### config.mk
export PLATFORM = sky130hd
export DESIGN_NAME = dmpd_top
export DESIGN_NICKNAME = d
export VERILOG_FILES = /design/src/core/dmpd_pkg.sv /design/src/core/dmpd_cap_if.sv /design/src/core/dmpd_capture.sv /design/src/core/dmpd_fifo2.sv /design/src/core/dmpd_top.sv
export SDC_FILE = /design/constraint.sdc
export NUM_CORES = 1
export LEC_CHECK = 0
export BUFFER_PORTS_ARGS = -buffer_cell sky130_fd_sc_hd__buf_4
export CORE_ASPECT_RATIO = 1.25
export CORE_MARGIN = 4
export CORE_UTILIZATION = 43
export DETAILED_ROUTE_END_ITERATION = 8
export GPL_TIMING_DRIVEN = 0
export PLACE_DENSITY = 0.74
export SYNTH_ARGS = -nofsm -noshare
export SYNTH_HDL_FRONTEND = slang
export SYNTH_HIERARCHICAL = 1
export SYNTH_SLANG_ARGS = --single-unit
### constraint.sdc
create_clock -name clk_sys -period 4.1 [get_ports clk_sys]
set_clock_uncertainty 0.15 [all_clocks]
set_input_delay 0.82 -clock clk_sys [delete_from_list [all_inputs] [get_ports clk_sys]]
set_output_delay 0.82 -clock clk_sys [all_outputs]
set_load 0.01 [all_outputs]
### src/core/dmpd_pkg.sv
// Shared constants and types for the DDR memory physical datapath.
package dmpd_pkg;
  // Clock rates; the memory clock is made from the system clock.
  localparam int SYS_CLK_NS = 40;
  localparam int MEM_CLK_NS = 320;
  localparam int MEM_CYC = MEM_CLK_NS / SYS_CLK_NS;
  localparam int HALF_CYC = MEM_CYC / 2;
  localparam int QUART_CYC = MEM_CYC / 4;
  // Read strobe shift in degrees of the memory clock, rounded down.
  localparam int SHIFT72_DEG = 72;
  localparam int SHIFT90_DEG = 90;
  localparam int SHIFT72_RAW = MEM_CYC * SHIFT72_DEG / 360;
  localparam int SHIFT90_RAW = MEM_CYC * SHIFT90_DEG / 360;
  localparam int SHIFT72_CYC = (SHIFT72_RAW < 1) ? 1 : SHIFT72_RAW;
  localparam int SHIFT90_CYC = (SHIFT90_RAW < 1) ? 1 : SHIFT90_RAW;
  // Longest wait for read data after a read command.
  localparam int READ_WAIT_NS = 2560;
  localparam int READ_WAIT_CYC = READ_WAIT_NS / SYS_CLK_NS;
  localparam int WAIT_W = $clog2(READ_WAIT_CYC + 1);
  // Data lines per group; the single strobe serves all groups.
  localparam int LANE_BITS = 8;
  // Phase points inside one memory clock period.
  localparam int PH_W = $clog2(MEM_CYC);
  localparam logic [PH_W-1:0] PH_LAST = PH_W'(MEM_CYC - 1);
  localparam logic [PH_W-1:0] PH_RISE = PH_W'(MEM_CYC - QUART_CYC);
  localparam logic [PH_W-1:0] PH_FALL = PH_W'(HALF_CYC - QUART_CYC);
  localparam logic [PH_W-1:0] PH_CMD = PH_W'(MEM_CYC - QUART_CYC - 1);
  localparam logic [PH_W-1:0] PH_HALF = PH_W'(HALF_CYC);
  // Command codes on the memory command pins.
  localparam int CMD_W = 2;
  localparam logic [CMD_W-1:0] CMD_NOP = 2'h0;
  localparam logic [CMD_W-1:0] CMD_READ = 2'h1;
  localparam logic [CMD_W-1:0] CMD_WRITE = 2'h2;
  // Sequencer states.
  typedef enum logic [2:0] {
    ST_IDLE = 3'h1,
    ST_WRITE = 3'h2,
    ST_READ = 3'h4
  } dmpd_state_t;
endpackage : dmpd_pkg

### src/core/dmpd_cap_if.sv
// Signals between the sequencer and the read capture stage.
`timescale 1ns/1ps
interface dmpd_cap_if #(parameter int WIDTH = 16);
  logic strobeSync;
  logic [WIDTH-1:0] dataSync;
  logic validSync;
  logic sel72;
  logic [WIDTH-1:0] riseWord;
  logic [WIDTH-1:0] fallWord;
  logic pairValid;
  logic pairQual;
  modport core (output strobeSync, dataSync, validSync, sel72,
    input riseWord, fallWord, pairValid, pairQual);
  modport cap (input strobeSync, dataSync, validSync, sel72,
    output riseWord, fallWord, pairValid, pairQual);
endinterface : dmpd_cap_if

### src/core/dmpd_capture.sv
// Read capture: strobe shift, inversion, two-word capture and resync.
`timescale 1ns/1ps
module dmpd_capture (
  // Clock and reset.
  input wire logic clk_sys,
  input wire logic arst_n,
  // Link to the sequencer.
  dmpd_cap_if.cap cap
);
  import dmpd_pkg::*;
  localparam int W = $bits(cap.riseWord);

  if (SHIFT72_CYC > SHIFT90_CYC) begin : g_chk
    $error("dmpd_capture shift choices are out of order.");
  end

  logic [SHIFT90_CYC-1:0] dlyReg;
  logic shifted;
  logic invShift;
  logic invPrevReg;
  logic [W-1:0] riseCapReg;
  logic [W-1:0] fallCapReg;
  logic fallSeenReg;
  logic qualReg;

  // The shift centres an edge-aligned strobe on the data eye.
  assign shifted = cap.sel72 ? dlyReg[SHIFT72_CYC-1] :
    dlyReg[SHIFT90_CYC-1];
  // The capture stage works on the inverted shifted strobe.
  assign invShift = ~shifted;

  // Delay line and edge memory of the inverted strobe.
  always_ff @(posedge clk_sys or negedge arst_n) begin
    if (!arst_n) begin
      dlyReg <= '0;
      invPrevReg <= 1'b1;
    end else begin
      dlyReg <= SHIFT90_CYC'({dlyReg, cap.strobeSync});
      invPrevReg <= invShift;
    end
  end

  // A falling inverted edge takes the rising word, a rising one the other.
  always_ff @(posedge clk_sys or negedge arst_n) begin
    if (!arst_n) begin
      riseCapReg <= '0;
      fallCapReg <= '0;
      fallSeenReg <= 1'b0;
      qualReg <= 1'b0;
    end else begin
      fallSeenReg <= 1'b0;
      if (invPrevReg && !invShift) begin
        riseCapReg <= cap.dataSync;
      end
      if (!invPrevReg && invShift) begin
        fallCapReg <= cap.dataSync;
        fallSeenReg <= 1'b1;
        qualReg <= cap.validSync;
      end
    end
  end

  // Both words pass one more system clock register before use.
  always_ff @(posedge clk_sys or negedge arst_n) begin
    if (!arst_n) begin
      cap.riseWord <= '0;
      cap.fallWord <= '0;
      cap.pairValid <= 1'b0;
      cap.pairQual <= 1'b0;
    end else begin
      cap.riseWord <= riseCapReg;
      cap.fallWord <= fallCapReg;
      cap.pairValid <= fallSeenReg;
      cap.pairQual <= qualReg;
    end
  end
endmodule : dmpd_capture

### src/core/dmpd_fifo2.sv
// Small buffer with valid and ready on both sides.
`timescale 1ns/1ps
module dmpd_fifo2 #(
  parameter int WIDTH = 8,
  parameter int DEPTH = 2
) (
  // Clock and reset.
  input wire logic clk_sys,
  input wire logic arst_n,
  // Filling side.
  input wire logic inValid,
  output logic inReady,
  input wire logic [WIDTH-1:0] inData,
  // Draining side.
  output logic outValid,
  input wire logic outReady,
  output logic [WIDTH-1:0] outData
);
  localparam int PTR_W = (DEPTH > 1) ? $clog2(DEPTH) : 1;
  localparam int CNT_W = $clog2(DEPTH + 1);
  localparam logic [CNT_W-1:0] FULL_CNT = CNT_W'(DEPTH);

  // Pointers wrap naturally, so the depth must be a power of two.
  if (DEPTH < 2 || (DEPTH & (DEPTH - 1)) != 0) begin : g_chk
    $error("dmpd_fifo2 depth must be a power of two of at least 2.");
  end

  logic [WIDTH-1:0] memReg [DEPTH];
  logic [PTR_W-1:0] wrPtrReg;
  logic [PTR_W-1:0] rdPtrReg;
  logic [CNT_W-1:0] cntReg;
  logic [CNT_W-1:0] cntNext;
  logic push;
  logic pop;

  // Handshakes use the registered flags, so full and empty are honest.
  assign push = inValid & inReady;
  assign pop = outValid & outReady;
  assign outData = memReg[rdPtrReg];

  always_comb begin
    cntNext = cntReg;
    if (push && !pop) begin
      cntNext = cntReg + CNT_W'(1);
    end else if (pop && !push) begin
      cntNext = cntReg - CNT_W'(1);
    end
  end

  // Storage is written without reset; only valid entries are ever read.
  always_ff @(posedge clk_sys) begin
    if (push) begin
      memReg[wrPtrReg] <= inData;
    end
  end

  // Pointers, fill level and the registered flags.
  always_ff @(posedge clk_sys or negedge arst_n) begin
    if (!arst_n) begin
      wrPtrReg <= '0;
      rdPtrReg <= '0;
      cntReg <= '0;
      inReady <= 1'b0;
      outValid <= 1'b0;
    end else begin
      wrPtrReg <= wrPtrReg + PTR_W'(push);
      rdPtrReg <= rdPtrReg + PTR_W'(pop);
      cntReg <= cntNext;
      inReady <= (cntNext != FULL_CNT);
      outValid <= (cntNext != '0);
    end
  end
endmodule : dmpd_fifo2

### src/core/dmpd_top.sv
// Physical datapath between the core logic and external DDR memory.
// Notes on behaviour
// - Data on both edges, commands on one.
// - Active-high write mask, one per group.
// - One strobe shared by all eight-line groups.
// - Optional extra group carries check bits.
// - Commands launched from falling system edge.
// - Memory clock from registers, strobe edge aligned.
// - Incoming strobe shifted onto data eye centre.
// - Strobe on clock, data a quarter earlier.
// - Write strobe centred in the data eye.
// - Read shift selectable, 72 or 90 degrees.
// - Shifted strobe inverted before capture.
// - Both captured words resynced on system clock.
// - Common or separate data pins supported.
// - Read clock mode: strobe enables held off.
// - Capture with shifted, inverted read clock.
// - Read-valid input qualifies read data in read clock mode.
// - Reads edge-aligned in, writes centred out.
`timescale 1ns/1ps
module dmpd_top #(
  parameter int GROUPS = 2,
  parameter bit ECC_EN = 1'b0,
  parameter int ADDR_W = 13,
  parameter int READ_WAIT = dmpd_pkg::READ_WAIT_CYC
) (
  // Clock and reset.
  input wire logic clk_sys,
  input wire logic arst_n,
  // Configuration, steady while traffic runs.
  input wire logic modeSeparate,
  input wire logic modeReadClock,
  input wire logic phaseSel72,
  // Write data entry, one word pair per memory clock.
  input wire logic wrValid,
  output logic wrReady,
  input wire logic [(GROUPS+ECC_EN)*dmpd_pkg::LANE_BITS-1:0] wrRise,
  input wire logic [(GROUPS+ECC_EN)*dmpd_pkg::LANE_BITS-1:0] wrFall,
  input wire logic [GROUPS+ECC_EN-1:0] wrMaskRise,
  input wire logic [GROUPS+ECC_EN-1:0] wrMaskFall,
  // Command entry.
  input wire logic cmdValid,
  input wire logic cmdWrite,
  input wire logic [ADDR_W-1:0] cmdAddr,
  output logic cmdAccept,
  // Read result.
  output logic rdValid,
  output logic [(GROUPS+ECC_EN)*dmpd_pkg::LANE_BITS-1:0] rdRise,
  output logic [(GROUPS+ECC_EN)*dmpd_pkg::LANE_BITS-1:0] rdFall,
  output logic rdTimeout,
  // Memory clocks.
  output logic memClk,
  output logic memClkN,
  output logic memWriteClock,
  output logic memWriteClockN,
  // Memory command and address.
  output logic [dmpd_pkg::CMD_W-1:0] memCmd,
  output logic [ADDR_W-1:0] memAddr,
  // Strobe or read clock pins, both polarities.
  output logic memStrobeOut,
  output logic memStrobeOe,
  output logic strobeComplementOut,
  output logic strobeComplementOe,
  input wire logic memStrobeIn,
  // Data pins.
  output logic [(GROUPS+ECC_EN)*dmpd_pkg::LANE_BITS-1:0] memDataOut,
  output logic [GROUPS+ECC_EN-1:0] memDataOe,
  input wire logic [(GROUPS+ECC_EN)*dmpd_pkg::LANE_BITS-1:0] memDataIn,
  output logic [(GROUPS+ECC_EN)*dmpd_pkg::LANE_BITS-1:0] memWrData,
  output logic [GROUPS+ECC_EN-1:0] memMask,
  input wire logic hostReadValidIn
);
  import dmpd_pkg::*;

  // Lane count includes the check-bit group when it is present.
  localparam int LANES = GROUPS + int'(ECC_EN);
  localparam int W = LANES * LANE_BITS;
  localparam int BUF_W = 2 * W + 2 * LANES;
  localparam int SYNC_W = W + 2;

  // Only whole eight-bit strobe groups of one, two or four are served.
  if (GROUPS != 1 && GROUPS != 2 && GROUPS != 4) begin : g_chk_grp
    $error("dmpd_top serves one, two or four strobe groups.");
  end
  if (READ_WAIT < 1 || READ_WAIT >= (1 << WAIT_W)) begin : g_chk_wait
    $error("dmpd_top read wait does not fit its counter.");
  end
  if (MEM_CYC < 4 || (MEM_CYC % 4) != 0) begin : g_chk_cyc
    $error("dmpd_top memory clock must be four system cycles or more.");
  end

  dmpd_state_t stateReg;
  dmpd_state_t stateNext;
  logic [PH_W-1:0] phReg;
  logic [PH_W-1:0] phNext;
  logic clkLevelNext;
  logic [SYNC_W-1:0] syncAReg;
  logic [SYNC_W-1:0] syncBReg;
  logic bufValid;
  logic bufReady;
  logic [BUF_W-1:0] bufData;
  logic [BUF_W-1:0] bufIn;
  logic takeWrite;
  logic takeRead;
  logic [W-1:0] beatRiseReg;
  logic [W-1:0] beatFallReg;
  logic [LANES-1:0] maskRiseReg;
  logic [LANES-1:0] maskFallReg;
  logic launchedReg;
  logic writeDone;
  logic [WAIT_W-1:0] waitReg;
  logic readHit;
  logic readLate;
  logic [CMD_W-1:0] cmdStageReg;
  logic [ADDR_W-1:0] addrStageReg;

  dmpd_cap_if #(.WIDTH(W)) capLink ();

  // Buffer entry layout: rising word, falling word, then both masks.
  assign bufIn = {wrRise, wrFall, wrMaskRise, wrMaskFall};

  // A stalled write sequencer leaves the buffer full and drops wrReady.
  dmpd_fifo2 #(
    .WIDTH(BUF_W),
    .DEPTH(2)
  ) u_wrbuf (
    .clk_sys(clk_sys),
    .arst_n(arst_n),
    .inValid(wrValid),
    .inReady(wrReady),
    .inData(bufIn),
    .outValid(bufValid),
    .outReady(bufReady),
    .outData(bufData)
  );

  dmpd_capture u_cap (
    .clk_sys(clk_sys),
    .arst_n(arst_n),
    .cap(capLink.cap)
  );

  // Pins from the memory pass two flip-flops before any logic.
  always_ff @(posedge clk_sys or negedge arst_n) begin
    if (!arst_n) begin
      syncAReg <= '0;
      syncBReg <= '0;
    end else begin
      syncAReg <= {hostReadValidIn, memStrobeIn, memDataIn};
      syncBReg <= syncAReg;
    end
  end

  // Strobe and data share the same delay, so their skew is kept.
  assign capLink.dataSync = syncBReg[W-1:0];
  assign capLink.strobeSync = syncBReg[W];
  assign capLink.validSync = syncBReg[W+1];
  assign capLink.sel72 = phaseSel72;

  // Phase counter: one lap is one memory clock period.
  assign phNext = (phReg == PH_LAST) ? '0 : phReg + PH_W'(1);
  assign clkLevelNext = (phNext < PH_HALF);

  always_ff @(posedge clk_sys or negedge arst_n) begin
    if (!arst_n) begin
      phReg <= PH_LAST; // First lap after reset is a whole one.
    end else begin
      phReg <= phNext;
    end
  end

  // Memory and write clocks come from registers on the system clock.
  // The write strobe is built from the same counter, so its rising
  // edge lines up with the memory clock rising edge.
  always_ff @(posedge clk_sys or negedge arst_n) begin
    if (!arst_n) begin
      memClk <= 1'b0;
      memClkN <= 1'b1;
      memWriteClock <= 1'b0;
      memWriteClockN <= 1'b1;
    end else begin
      memClk <= clkLevelNext;
      memClkN <= ~clkLevelNext;
      memWriteClock <= clkLevelNext;
      memWriteClockN <= ~clkLevelNext;
    end
  end

  // Commands are only taken at one phase of the period.
  assign takeWrite = (stateReg == ST_IDLE) && (phNext == PH_CMD) &&
    cmdValid && cmdWrite && bufValid;
  assign takeRead = (stateReg == ST_IDLE) && (phNext == PH_CMD) &&
    cmdValid && !cmdWrite;
  assign bufReady = takeWrite;

  // A write ends when the rising phase returns after its beat.
  assign writeDone = (stateReg == ST_WRITE) && launchedReg &&
    (phNext == PH_RISE);

  // With a free-running read clock, only marked pairs count as data.
  assign readHit = (stateReg == ST_READ) && capLink.pairValid &&
    (capLink.pairQual || !modeReadClock);
  assign readLate = (stateReg == ST_READ) &&
    (waitReg == WAIT_W'(READ_WAIT));

  // Sequencer next state.
  always_comb begin
    stateNext = stateReg;
    case (stateReg)
      ST_IDLE: begin
        if (takeWrite) begin
          stateNext = ST_WRITE;
        end else if (takeRead) begin
          stateNext = ST_READ;
        end
      end
      ST_WRITE: begin
        if (writeDone) begin
          stateNext = ST_IDLE;
        end
      end
      ST_READ: begin
        if (readHit || readLate) begin
          stateNext = ST_IDLE;
        end
      end
      default: begin
        stateNext = ST_IDLE;
      end
    endcase
  end

  always_ff @(posedge clk_sys or negedge arst_n) begin
    if (!arst_n) begin
      stateReg <= ST_IDLE;
    end else begin
      stateReg <= stateNext;
    end
  end

  // Command stage holds for a full memory period around its rising edge.
  always_ff @(posedge clk_sys or negedge arst_n) begin
    if (!arst_n) begin
      cmdStageReg <= CMD_NOP;
      addrStageReg <= '0;
      cmdAccept <= 1'b0;
    end else begin
      cmdAccept <= takeWrite || takeRead;
      if (takeWrite) begin
        cmdStageReg <= CMD_WRITE;
        addrStageReg <= cmdAddr;
      end else if (takeRead) begin
        cmdStageReg <= CMD_READ;
        addrStageReg <= cmdAddr;
      end else if (phNext == PH_CMD) begin
        cmdStageReg <= CMD_NOP;
      end
    end
  end

  // Launch on the falling edge: the memory's window is symmetrical, so
  // a half-cycle shift puts the pins in the middle of it.
  always_ff @(negedge clk_sys or negedge arst_n) begin
    if (!arst_n) begin
      memCmd <= CMD_NOP;
      memAddr <= '0;
    end else begin
      memCmd <= cmdStageReg;
      memAddr <= addrStageReg;
    end
  end

  // Write beat: the rising word goes out a quarter period before the
  // strobe rises and the falling word a quarter before it falls. This
  // stands for the minus ninety degree data clock in one clock domain.
  always_ff @(posedge clk_sys or negedge arst_n) begin
    if (!arst_n) begin
      memDataOut <= '0;
      memWrData <= '0;
      memDataOe <= '0;
      memMask <= '0;
      beatRiseReg <= '0;
      maskRiseReg <= '0;
      beatFallReg <= '0;
      maskFallReg <= '0;
      launchedReg <= 1'b0;
    end else begin
      if (takeWrite) begin
        beatRiseReg <= bufData[BUF_W-1:W+2*LANES];
        maskRiseReg <= bufData[2*LANES-1:LANES];
        beatFallReg <= bufData[2*LANES+W-1:2*LANES];
        maskFallReg <= bufData[LANES-1:0];
        launchedReg <= 1'b0;
      end
      if (stateReg == ST_WRITE && !launchedReg && phNext == PH_RISE) begin
        memDataOut <= beatRiseReg;
        memWrData <= beatRiseReg;
        memMask <= maskRiseReg;
        memDataOe <= {LANES{~modeSeparate}};
        launchedReg <= 1'b1;
      end else if (stateReg == ST_WRITE && phNext == PH_FALL) begin
        memDataOut <= beatFallReg;
        memWrData <= beatFallReg;
        memMask <= maskFallReg;
      end else if (writeDone || stateReg != ST_WRITE) begin
        memDataOe <= '0;
        memMask <= '0;
      end
    end
  end

  // Strobe: zero-phase timing, driven only across a write beat.
  always_ff @(posedge clk_sys or negedge arst_n) begin
    if (!arst_n) begin
      memStrobeOut <= 1'b0;
      memStrobeOe <= 1'b0;
      strobeComplementOut <= 1'b1;
      strobeComplementOe <= 1'b0;
    end else begin
      if (modeReadClock || stateNext != ST_WRITE) begin
        memStrobeOe <= 1'b0;
        strobeComplementOe <= 1'b0;
        memStrobeOut <= 1'b0;
        strobeComplementOut <= 1'b1;
      end else if (launchedReg || phNext == PH_RISE) begin
        memStrobeOe <= 1'b1;
        strobeComplementOe <= 1'b1;
        memStrobeOut <= launchedReg && clkLevelNext;
        strobeComplementOut <= ~(launchedReg && clkLevelNext);
      end
    end
  end

  // Read wait counter and read result.
  always_ff @(posedge clk_sys or negedge arst_n) begin
    if (!arst_n) begin
      waitReg <= '0;
      rdValid <= 1'b0;
      rdTimeout <= 1'b0;
      rdRise <= '0;
      rdFall <= '0;
    end else begin
      rdValid <= readHit;
      rdTimeout <= readLate && !readHit;
      if (stateReg == ST_READ) begin
        waitReg <= waitReg + WAIT_W'(1);
      end else begin
        waitReg <= '0;
      end
      if (readHit) begin
        rdRise <= capLink.riseWord;
        rdFall <= capLink.fallWord;
      end
    end
  end
endmodule : dmpd_top
==> results of run 1 <==
[per-stage QoR]
step           utilization (%)  instances
6_report                  54.4       1263
5_1_grt                   54.4       1263
3_3_place_gp              50.2       1204
3_5_place_dp              50.5       1207
2_1_floorplan                -        690
4_1_cts                   54.3       1263
[power by group through the flow]
| stage | Sequential, W | Clock, W | Combinational (W) |
|---|---|---|---|
| 3_3_place_gp | 0.00434 | 0 | 0.00153 |
| 4_1_cts | 0.00431 | 0.00291 | 0.00163 |
| 6_report | 0.00430 | 0.00283 | 0.00160 |
| 2_1_floorplan | 0.00433 | 0 | 0.000975 |
| 3_5_place_dp | 0.00437 | 0 | 0.00162 |
| 5_1_grt | 0.00438 | 0.00305 | 0.00174 |
[state kept, by name, summed over array words and instances, names as in the netlist, 3 cells and up]
| signal | cells |
|---|---|
| memAddr | 13 |
| u_cap/fallCapReg | 16 |
| waitReg | 7 |
| addrStageReg | 13 |
| memWrData | 16 |
| syncBReg | 18 |
| beatFallReg | 16 |
| stateReg | 3 |
| syncAReg | 18 |
| u_cap/cap.fallWord | 16 |
| beatRiseReg | 16 |
| rdFall | 16 |
| rdRise | 16 |
| u_wrbuf/memReg | 72 |
| u_cap/riseCapReg | 16 |
| u_cap/cap.riseWord | 16 |
[what timing repair did]
action                     CTS  global route
gates cloned                 0             0
gates resized for setup      1             2
setup endpoints to repair    2             6
hold endpoints to repair     0             0
hold buffers                 0             0
[cells by family after synthesis]
| group | Yosys count | synth area share [%] |
|---|---|---|
| buffers and inverters | 55 | 3.10 |
| AO/OA/AOI/OAI | 57 | 3.59 |
| XOR/XNOR | 9 | 0.732 |
| multiplexers | 152 | 15.8 |
| adder cells (fa/ha/maj) | 8 | 0.849 |
| flip-flops | 323 | 71.6 |
| AND/OR/NAND/NOR | 86 | 4.29 |
[cell type report]
class	instances	area share, %
inverters	11	0.282
multi-input cells	312	20.4
well taps	345	2.95
repair buffers	172	9.36
flip-flops and latches	323	57.8
plain buffers	44	2.21
clock buffers	45	6.07
clock inverters	11	0.958
[cells in the final DEF, fill, tap and decap left out, drive strengths merged, types with 2 or more instances in the layout]
cell type,count
bufinv,3
a21o,3
mux2,151
xnor2,3
clkbuf,51
and2,2
nor2,33
dfrtp,230
clkinv,9
o21ai,22
nand2b,3
buf,210
nand2,9
dfstp,6
ha,8
inv,10
nand3,7
a21oi,6
o22ai,2
a221oi,2
edfxtp,72
nand4bb,2
and3,2
or2,2
dfrtn,15
nor3,21
xor2,6
o221a,16
[final timing paths]
check / to / depth (start not counted)
worst min register to register: syncBReg[16] / 0
worst min-delay path: syncBReg[16] / 0
worst max register to register: memCmd[1] / 0
min in group asynchronous: u_cap/fallCapReg[10] / 1
worst max-delay path: memAddr[5] / 1
max in group asynchronous: memCmd[0] / 2
[metal layers]
layer / track usage (%) / vias to the layer above / wire [um] / part of all wire [%]
met1: 18.5 / 3183 / 8820 / 39
li1: - / 2843 / - / -
met3: 3.44 / 31 / 1300 / 5.8
met2: 26.5 / 132 / 12000 / 53
met4: 3.37 / 2 / 373 / 1.7
met5: 0 / - / 20 / 0.089
==> results.json, run 1 <==
{
  "setup_tns_ns": 0,
  "port_buffers": 169,
  "cts_tree": "done",
  "ys_ff_latch": 323,
  "drt_iter0_markers": 260,
  "slowest_stage": "dfrtn_1",
  "clock-root-buffer": "clkbuf_16",
  "synth_most_common_cell": "dfrtp_1",
  "startpoint": "memAddr[5]",
  "netlist_instances": 690,
  "p_seq_share_pct": 49.3,
  "dp_slack_ns": -0.143,
  "clkLatencyLatePin_ns": 0.55,
  "maxSlewHeadroom_pct": 39.8,
  "reg2reg_slack_ns": 1.32,
  "synth.distinct_cells": 55,
  "die-area_um2": 30200,
  "grt_pass1_vias": 6594,
  "maxCapViolCount": 0,
  "cp-start-kind": "flop",
  "pwr-share-comb_pct": 18.3,
  "grt_pass1_wl_um": 35800,
  "clkSlewWorstSetupHoldPaths_ns": 0.06,
  "nets": 977,
  "cts_buffers": 30,
  "ys_seq_area_share_pct": 71.6,
  "synth_common_cells": "230 x dfrtp_1, 108 x mux2_2, 72 x edfxtp_1",
  "io_pins": 170,
  "drt-total-wl_um": 22500,
  "whs_ns": 0.198,
  "fill_cells": 2124,
  "gr-total-overflow": 0,
  "drive_gt1_share_pct": 47.5,
  "antenna_found_initial": 1,
  "die_w_um": 156,
  "grt.total_usage_pct": 14.8,
  "arrival_ns": 3.12,
  "grt_max_degree": 127,
  "setup_viol": 0,
  "cp_cell_sequence": "buf_6",
  "core-area_um2": 26900,
  "place.gp.congestion": 0.763,
  "end_kind": "output port",
  "netSwitchingFraction_pct": 24.7,
  "final-seq-area_um2": 8450,
  "finalHoldViolCount": 0,
  "avgViaCountPerCell": 4.90,
  "status": "complete, no violations",
  "cts_num_sinks": 323,
  "final.setup.worst_slack_ns": 0.0116,
  "dieHeight_um": 193,
  "netlist.area_leader.share_pct": 48.8,
  "internal_power_w": 0.00658,
  "area_delta_synth_final_pct": 24.0,
  "async_reset_ff_share_pct": 77.7,
  "crit_buf_inv": 1,
  "drt-pass1-iter-count": 4,
  "drcViolationCount": 0,
  "ys_warn_count": 6,
  "cp_max_fo": 1,
  "hold_path_class": "reg2reg",
  "required_ns": 3.13,
  "synth_area_leaders": "dfrtp_1 49%, edfxtp_1 18%, mux2_2 10%",
  "syn_area_per_cell_um2": 17.1,
  "syn_area_um2": 11800,
  "clockBufferDepth": 3,
  "synth_top_cell_by_area": "dfrtp_1",
  "rsz0062_at_grt": "yes",
  "diodes": 0,
  "yosys_most_used_dff": "dfrtp_1",
  "start_util_pct": 43.8,
  "r2r_start": "cmdStageReg[1]",
  "dr_total_vias": 6191,
  "drt-wirelength-per-cell_um": 17.8,
  "finalPower_w": 0.00873,
  "synth.net_count": 773,
  "placedInstanceArea_um2": 13600,
  "path_delay_family": "flip-flops",
  "drv_slew": 0,
  "power_frac_clock_pct": 32.4,
  "htree_levels": 1,
  "multi_input_area_um2": 2980,
  "leakage_nw": 6.65,
  "min_from": "syncAReg[16]",
  "final_cell_area_um2": 14600,
  "path_class": "reg2out",
  "cts_setup_buffers": 0,
  "synth_edf_count": 72,
  "tightest_slew_ns": 0.902,
  "rows": 67,
  "peakVddDrop_mv": 0.434,
  "postRouteAntennaNets": 0,
  "powerDensity_nw_per_um2": 597,
  "p_sw_w": 0.00216,
  "slowest_delay_ns": 0.42,
  "dp_hpwl_um": 15500
}
Note: power is estimated with default switching activity, not from simulation.
==> run 2: changes to the inputs <==
PLACE_DENSITY = 0.76   (was 0.74)
clock period = 3.45 ns   (was 4.1 ns; I/O delays follow)
==> run 2 against run 1 <==
Compared with the run above:
- the flow now finishes with violations (setup timing)
- clock power increased by 20%
- non-clock buffer count did not move
- sequential power grew 19%
- largest power group unchanged
==> results.json, run 2 (synthesis results as in run 1) <==
{
  "place.gp.congestion": 0.766,
  "powerDensity_nw_per_um2": 713,
  "whs_ns": 0.0746,
  "leakage_nw": 6.66,
  "slowest_delay_ns": 0.41,
  "tightest_slew_ns": 0.892,
  "maxCapViolCount": 0,
  "arrival_ns": 2.78,
  "startpoint": "memAddr[8]",
  "largest_register_ffs": 72,
  "status": "complete, but fails checks",
  "setup_tns_ns": -2.33,
  "drt_iter0_markers": 351,
  "maxSlewHeadroom_pct": 40.5,
  "rows": 67,
  "core-area_um2": 26900,
  "largestRegisters": "u_wrbuf/memReg x72, syncAReg x18, syncBReg x18",
  "path_class": "reg2out",
  "diodes": 0,
  "drcViolationCount": 0,
  "final-seq-area_um2": 8450,
  "io_pins": 170,
  "clockBufferDepth": 3,
  "r2r_start": "phReg[0]",
  "final.setup.worst_slack_ns": -0.169,
  "finalHoldViolCount": 0,
  "hold_path_class": "in2async",
  "fill_cells": 2100,
  "dr_total_vias": 6235,
  "path_delay_family": "flip-flops",
  "peakVddDrop_mv": 0.462,
  "drt-pass1-iter-count": 5,
  "drive_gt1_share_pct": 47.8,
  "drv_slew": 0,
  "postRouteAntennaNets": 0,
  "cts_num_sinks": 323,
  "regMostFlops": "u_wrbuf/memReg",
  "drt-total-wl_um": 22900,
  "grt_pass1_vias": 6589,
  "setup_viol": 15,
  "cp_max_fo": 1,
  "end_kind": "output port",
  "cp_cell_sequence": "buf_6",
  "cts_buffers": 30,
  "avgViaCountPerCell": 4.94,
  "die-area_um2": 30200,
  "clkLatencyLatePin_ns": 0.54,
  "clkSlewWorstSetupHoldPaths_ns": 0.06,
  "start_util_pct": 43.8,
  "cts_tree": "done",
  "crit_buf_inv": 1,
  "area_delta_synth_final_pct": 24.2,
  "dp_hpwl_um": 15700,
  "dieHeight_um": 193,
  "grt_max_degree": 130,
  "antenna_found_initial": 0,
  "nets": 977,
  "cp-start-kind": "flop",
  "grt.total_usage_pct": 14.9,
  "htree_levels": 1,
  "rsz0062_at_grt": "yes",
  "required_ns": 2.61,
  "multi_input_area_um2": 2980,
  "die_w_um": 156,
  "grt_pass1_wl_um": 35700,
  "layout_commonest_cell": "dfrtp_1",
  "mostFrequentLayoutCells": "230 x dfrtp_1, 186 x buf_4, 108 x mux2_2",
  "clock-root-buffer": "clkbuf_16",
  "slowest_stage": "dfrtn_1",
  "drt-wirelength-per-cell_um": 18.1,
  "port_buffers": 169,
  "violations": "setup timing",
  "gr-total-overflow": 0
}
==> run 2: changes by cell type in the layout (fill, tap and decap cells not counted) <==
cell,previous run,this run
clkinvlp_4,0,1
clkinv_2,6,7
bufinv_16,3,4
inv_6,0,1
clkbuf_1,14,9
clkinv_1,2,4
clkbuf_16,31,30
==> run 2: area by class of cell <==
cell class / instances / share of cell area [%]
clock inverter: 17 / 1.36
buffer: 44 / 2.21
timing repair buffer: 172 / 9.35
clock buffer: 39 / 5.77
sequential: 323 / 57.7
tap: 345 / 2.95
multi-input combinational: 312 / 20.4
inverter: 11 / 0.282
==> run 2: power by group <==
part / switching, W / internal (W)
logic: 0.000840 / 0.00108
registers: 0.000389 / 0.00474
clock network: 0.00137 / 0.00203
==> run 2: per-layer routing <==
metal	wire (um)	global-route usage [%]	part of all wire [%]
met2	12200	26.8	53
met3	1210	2.68	5.3
met5	0	0	0
met4	359	3.51	1.6
met1	9060	19.0	40
==> run 2: final timing paths <==
| kind | cells after the start | slack [ns] | endpoint |
|---|---|---|---|
| max reg2reg | 8 | 0.88 | u_wrbuf/cntReg[1] |
| min | 1 | 0.07 | u_cap/fallCapReg[8] |
| max | 1 | -0.17 | memAddr[8] |
| min reg2reg | 0 | 0.20 | syncBReg[0] |
| max in group asynchronous | 2 | 0.34 | memAddr[0] |
| min in group clk_sys | 1 | 0.10 | syncAReg[4] |
==> run 2: through the flow <==
step	setup slack, ns	area [um^2]	total power [W]	util (%)	instances
floorplan	0.473	11800	0.00630	-	690
global placement	-1.96	13500	0.00698	50.2	1204
detailed placement	-0.335	13600	0.00714	50.5	1207
CTS	-0.204	14600	0.0106	54.4	1263
global route	-0.212	14600	0.0110	54.4	1263
finish	-0.169	14600	0.0104	54.4	1263
==> run 2: what timing repair did <==
item / in CTS / in global routing
resized for setup: 1 / 2
hold buffers: 0 / 0
setup buffers: 0 / 0
setup endpoints to repair: 15 / 15
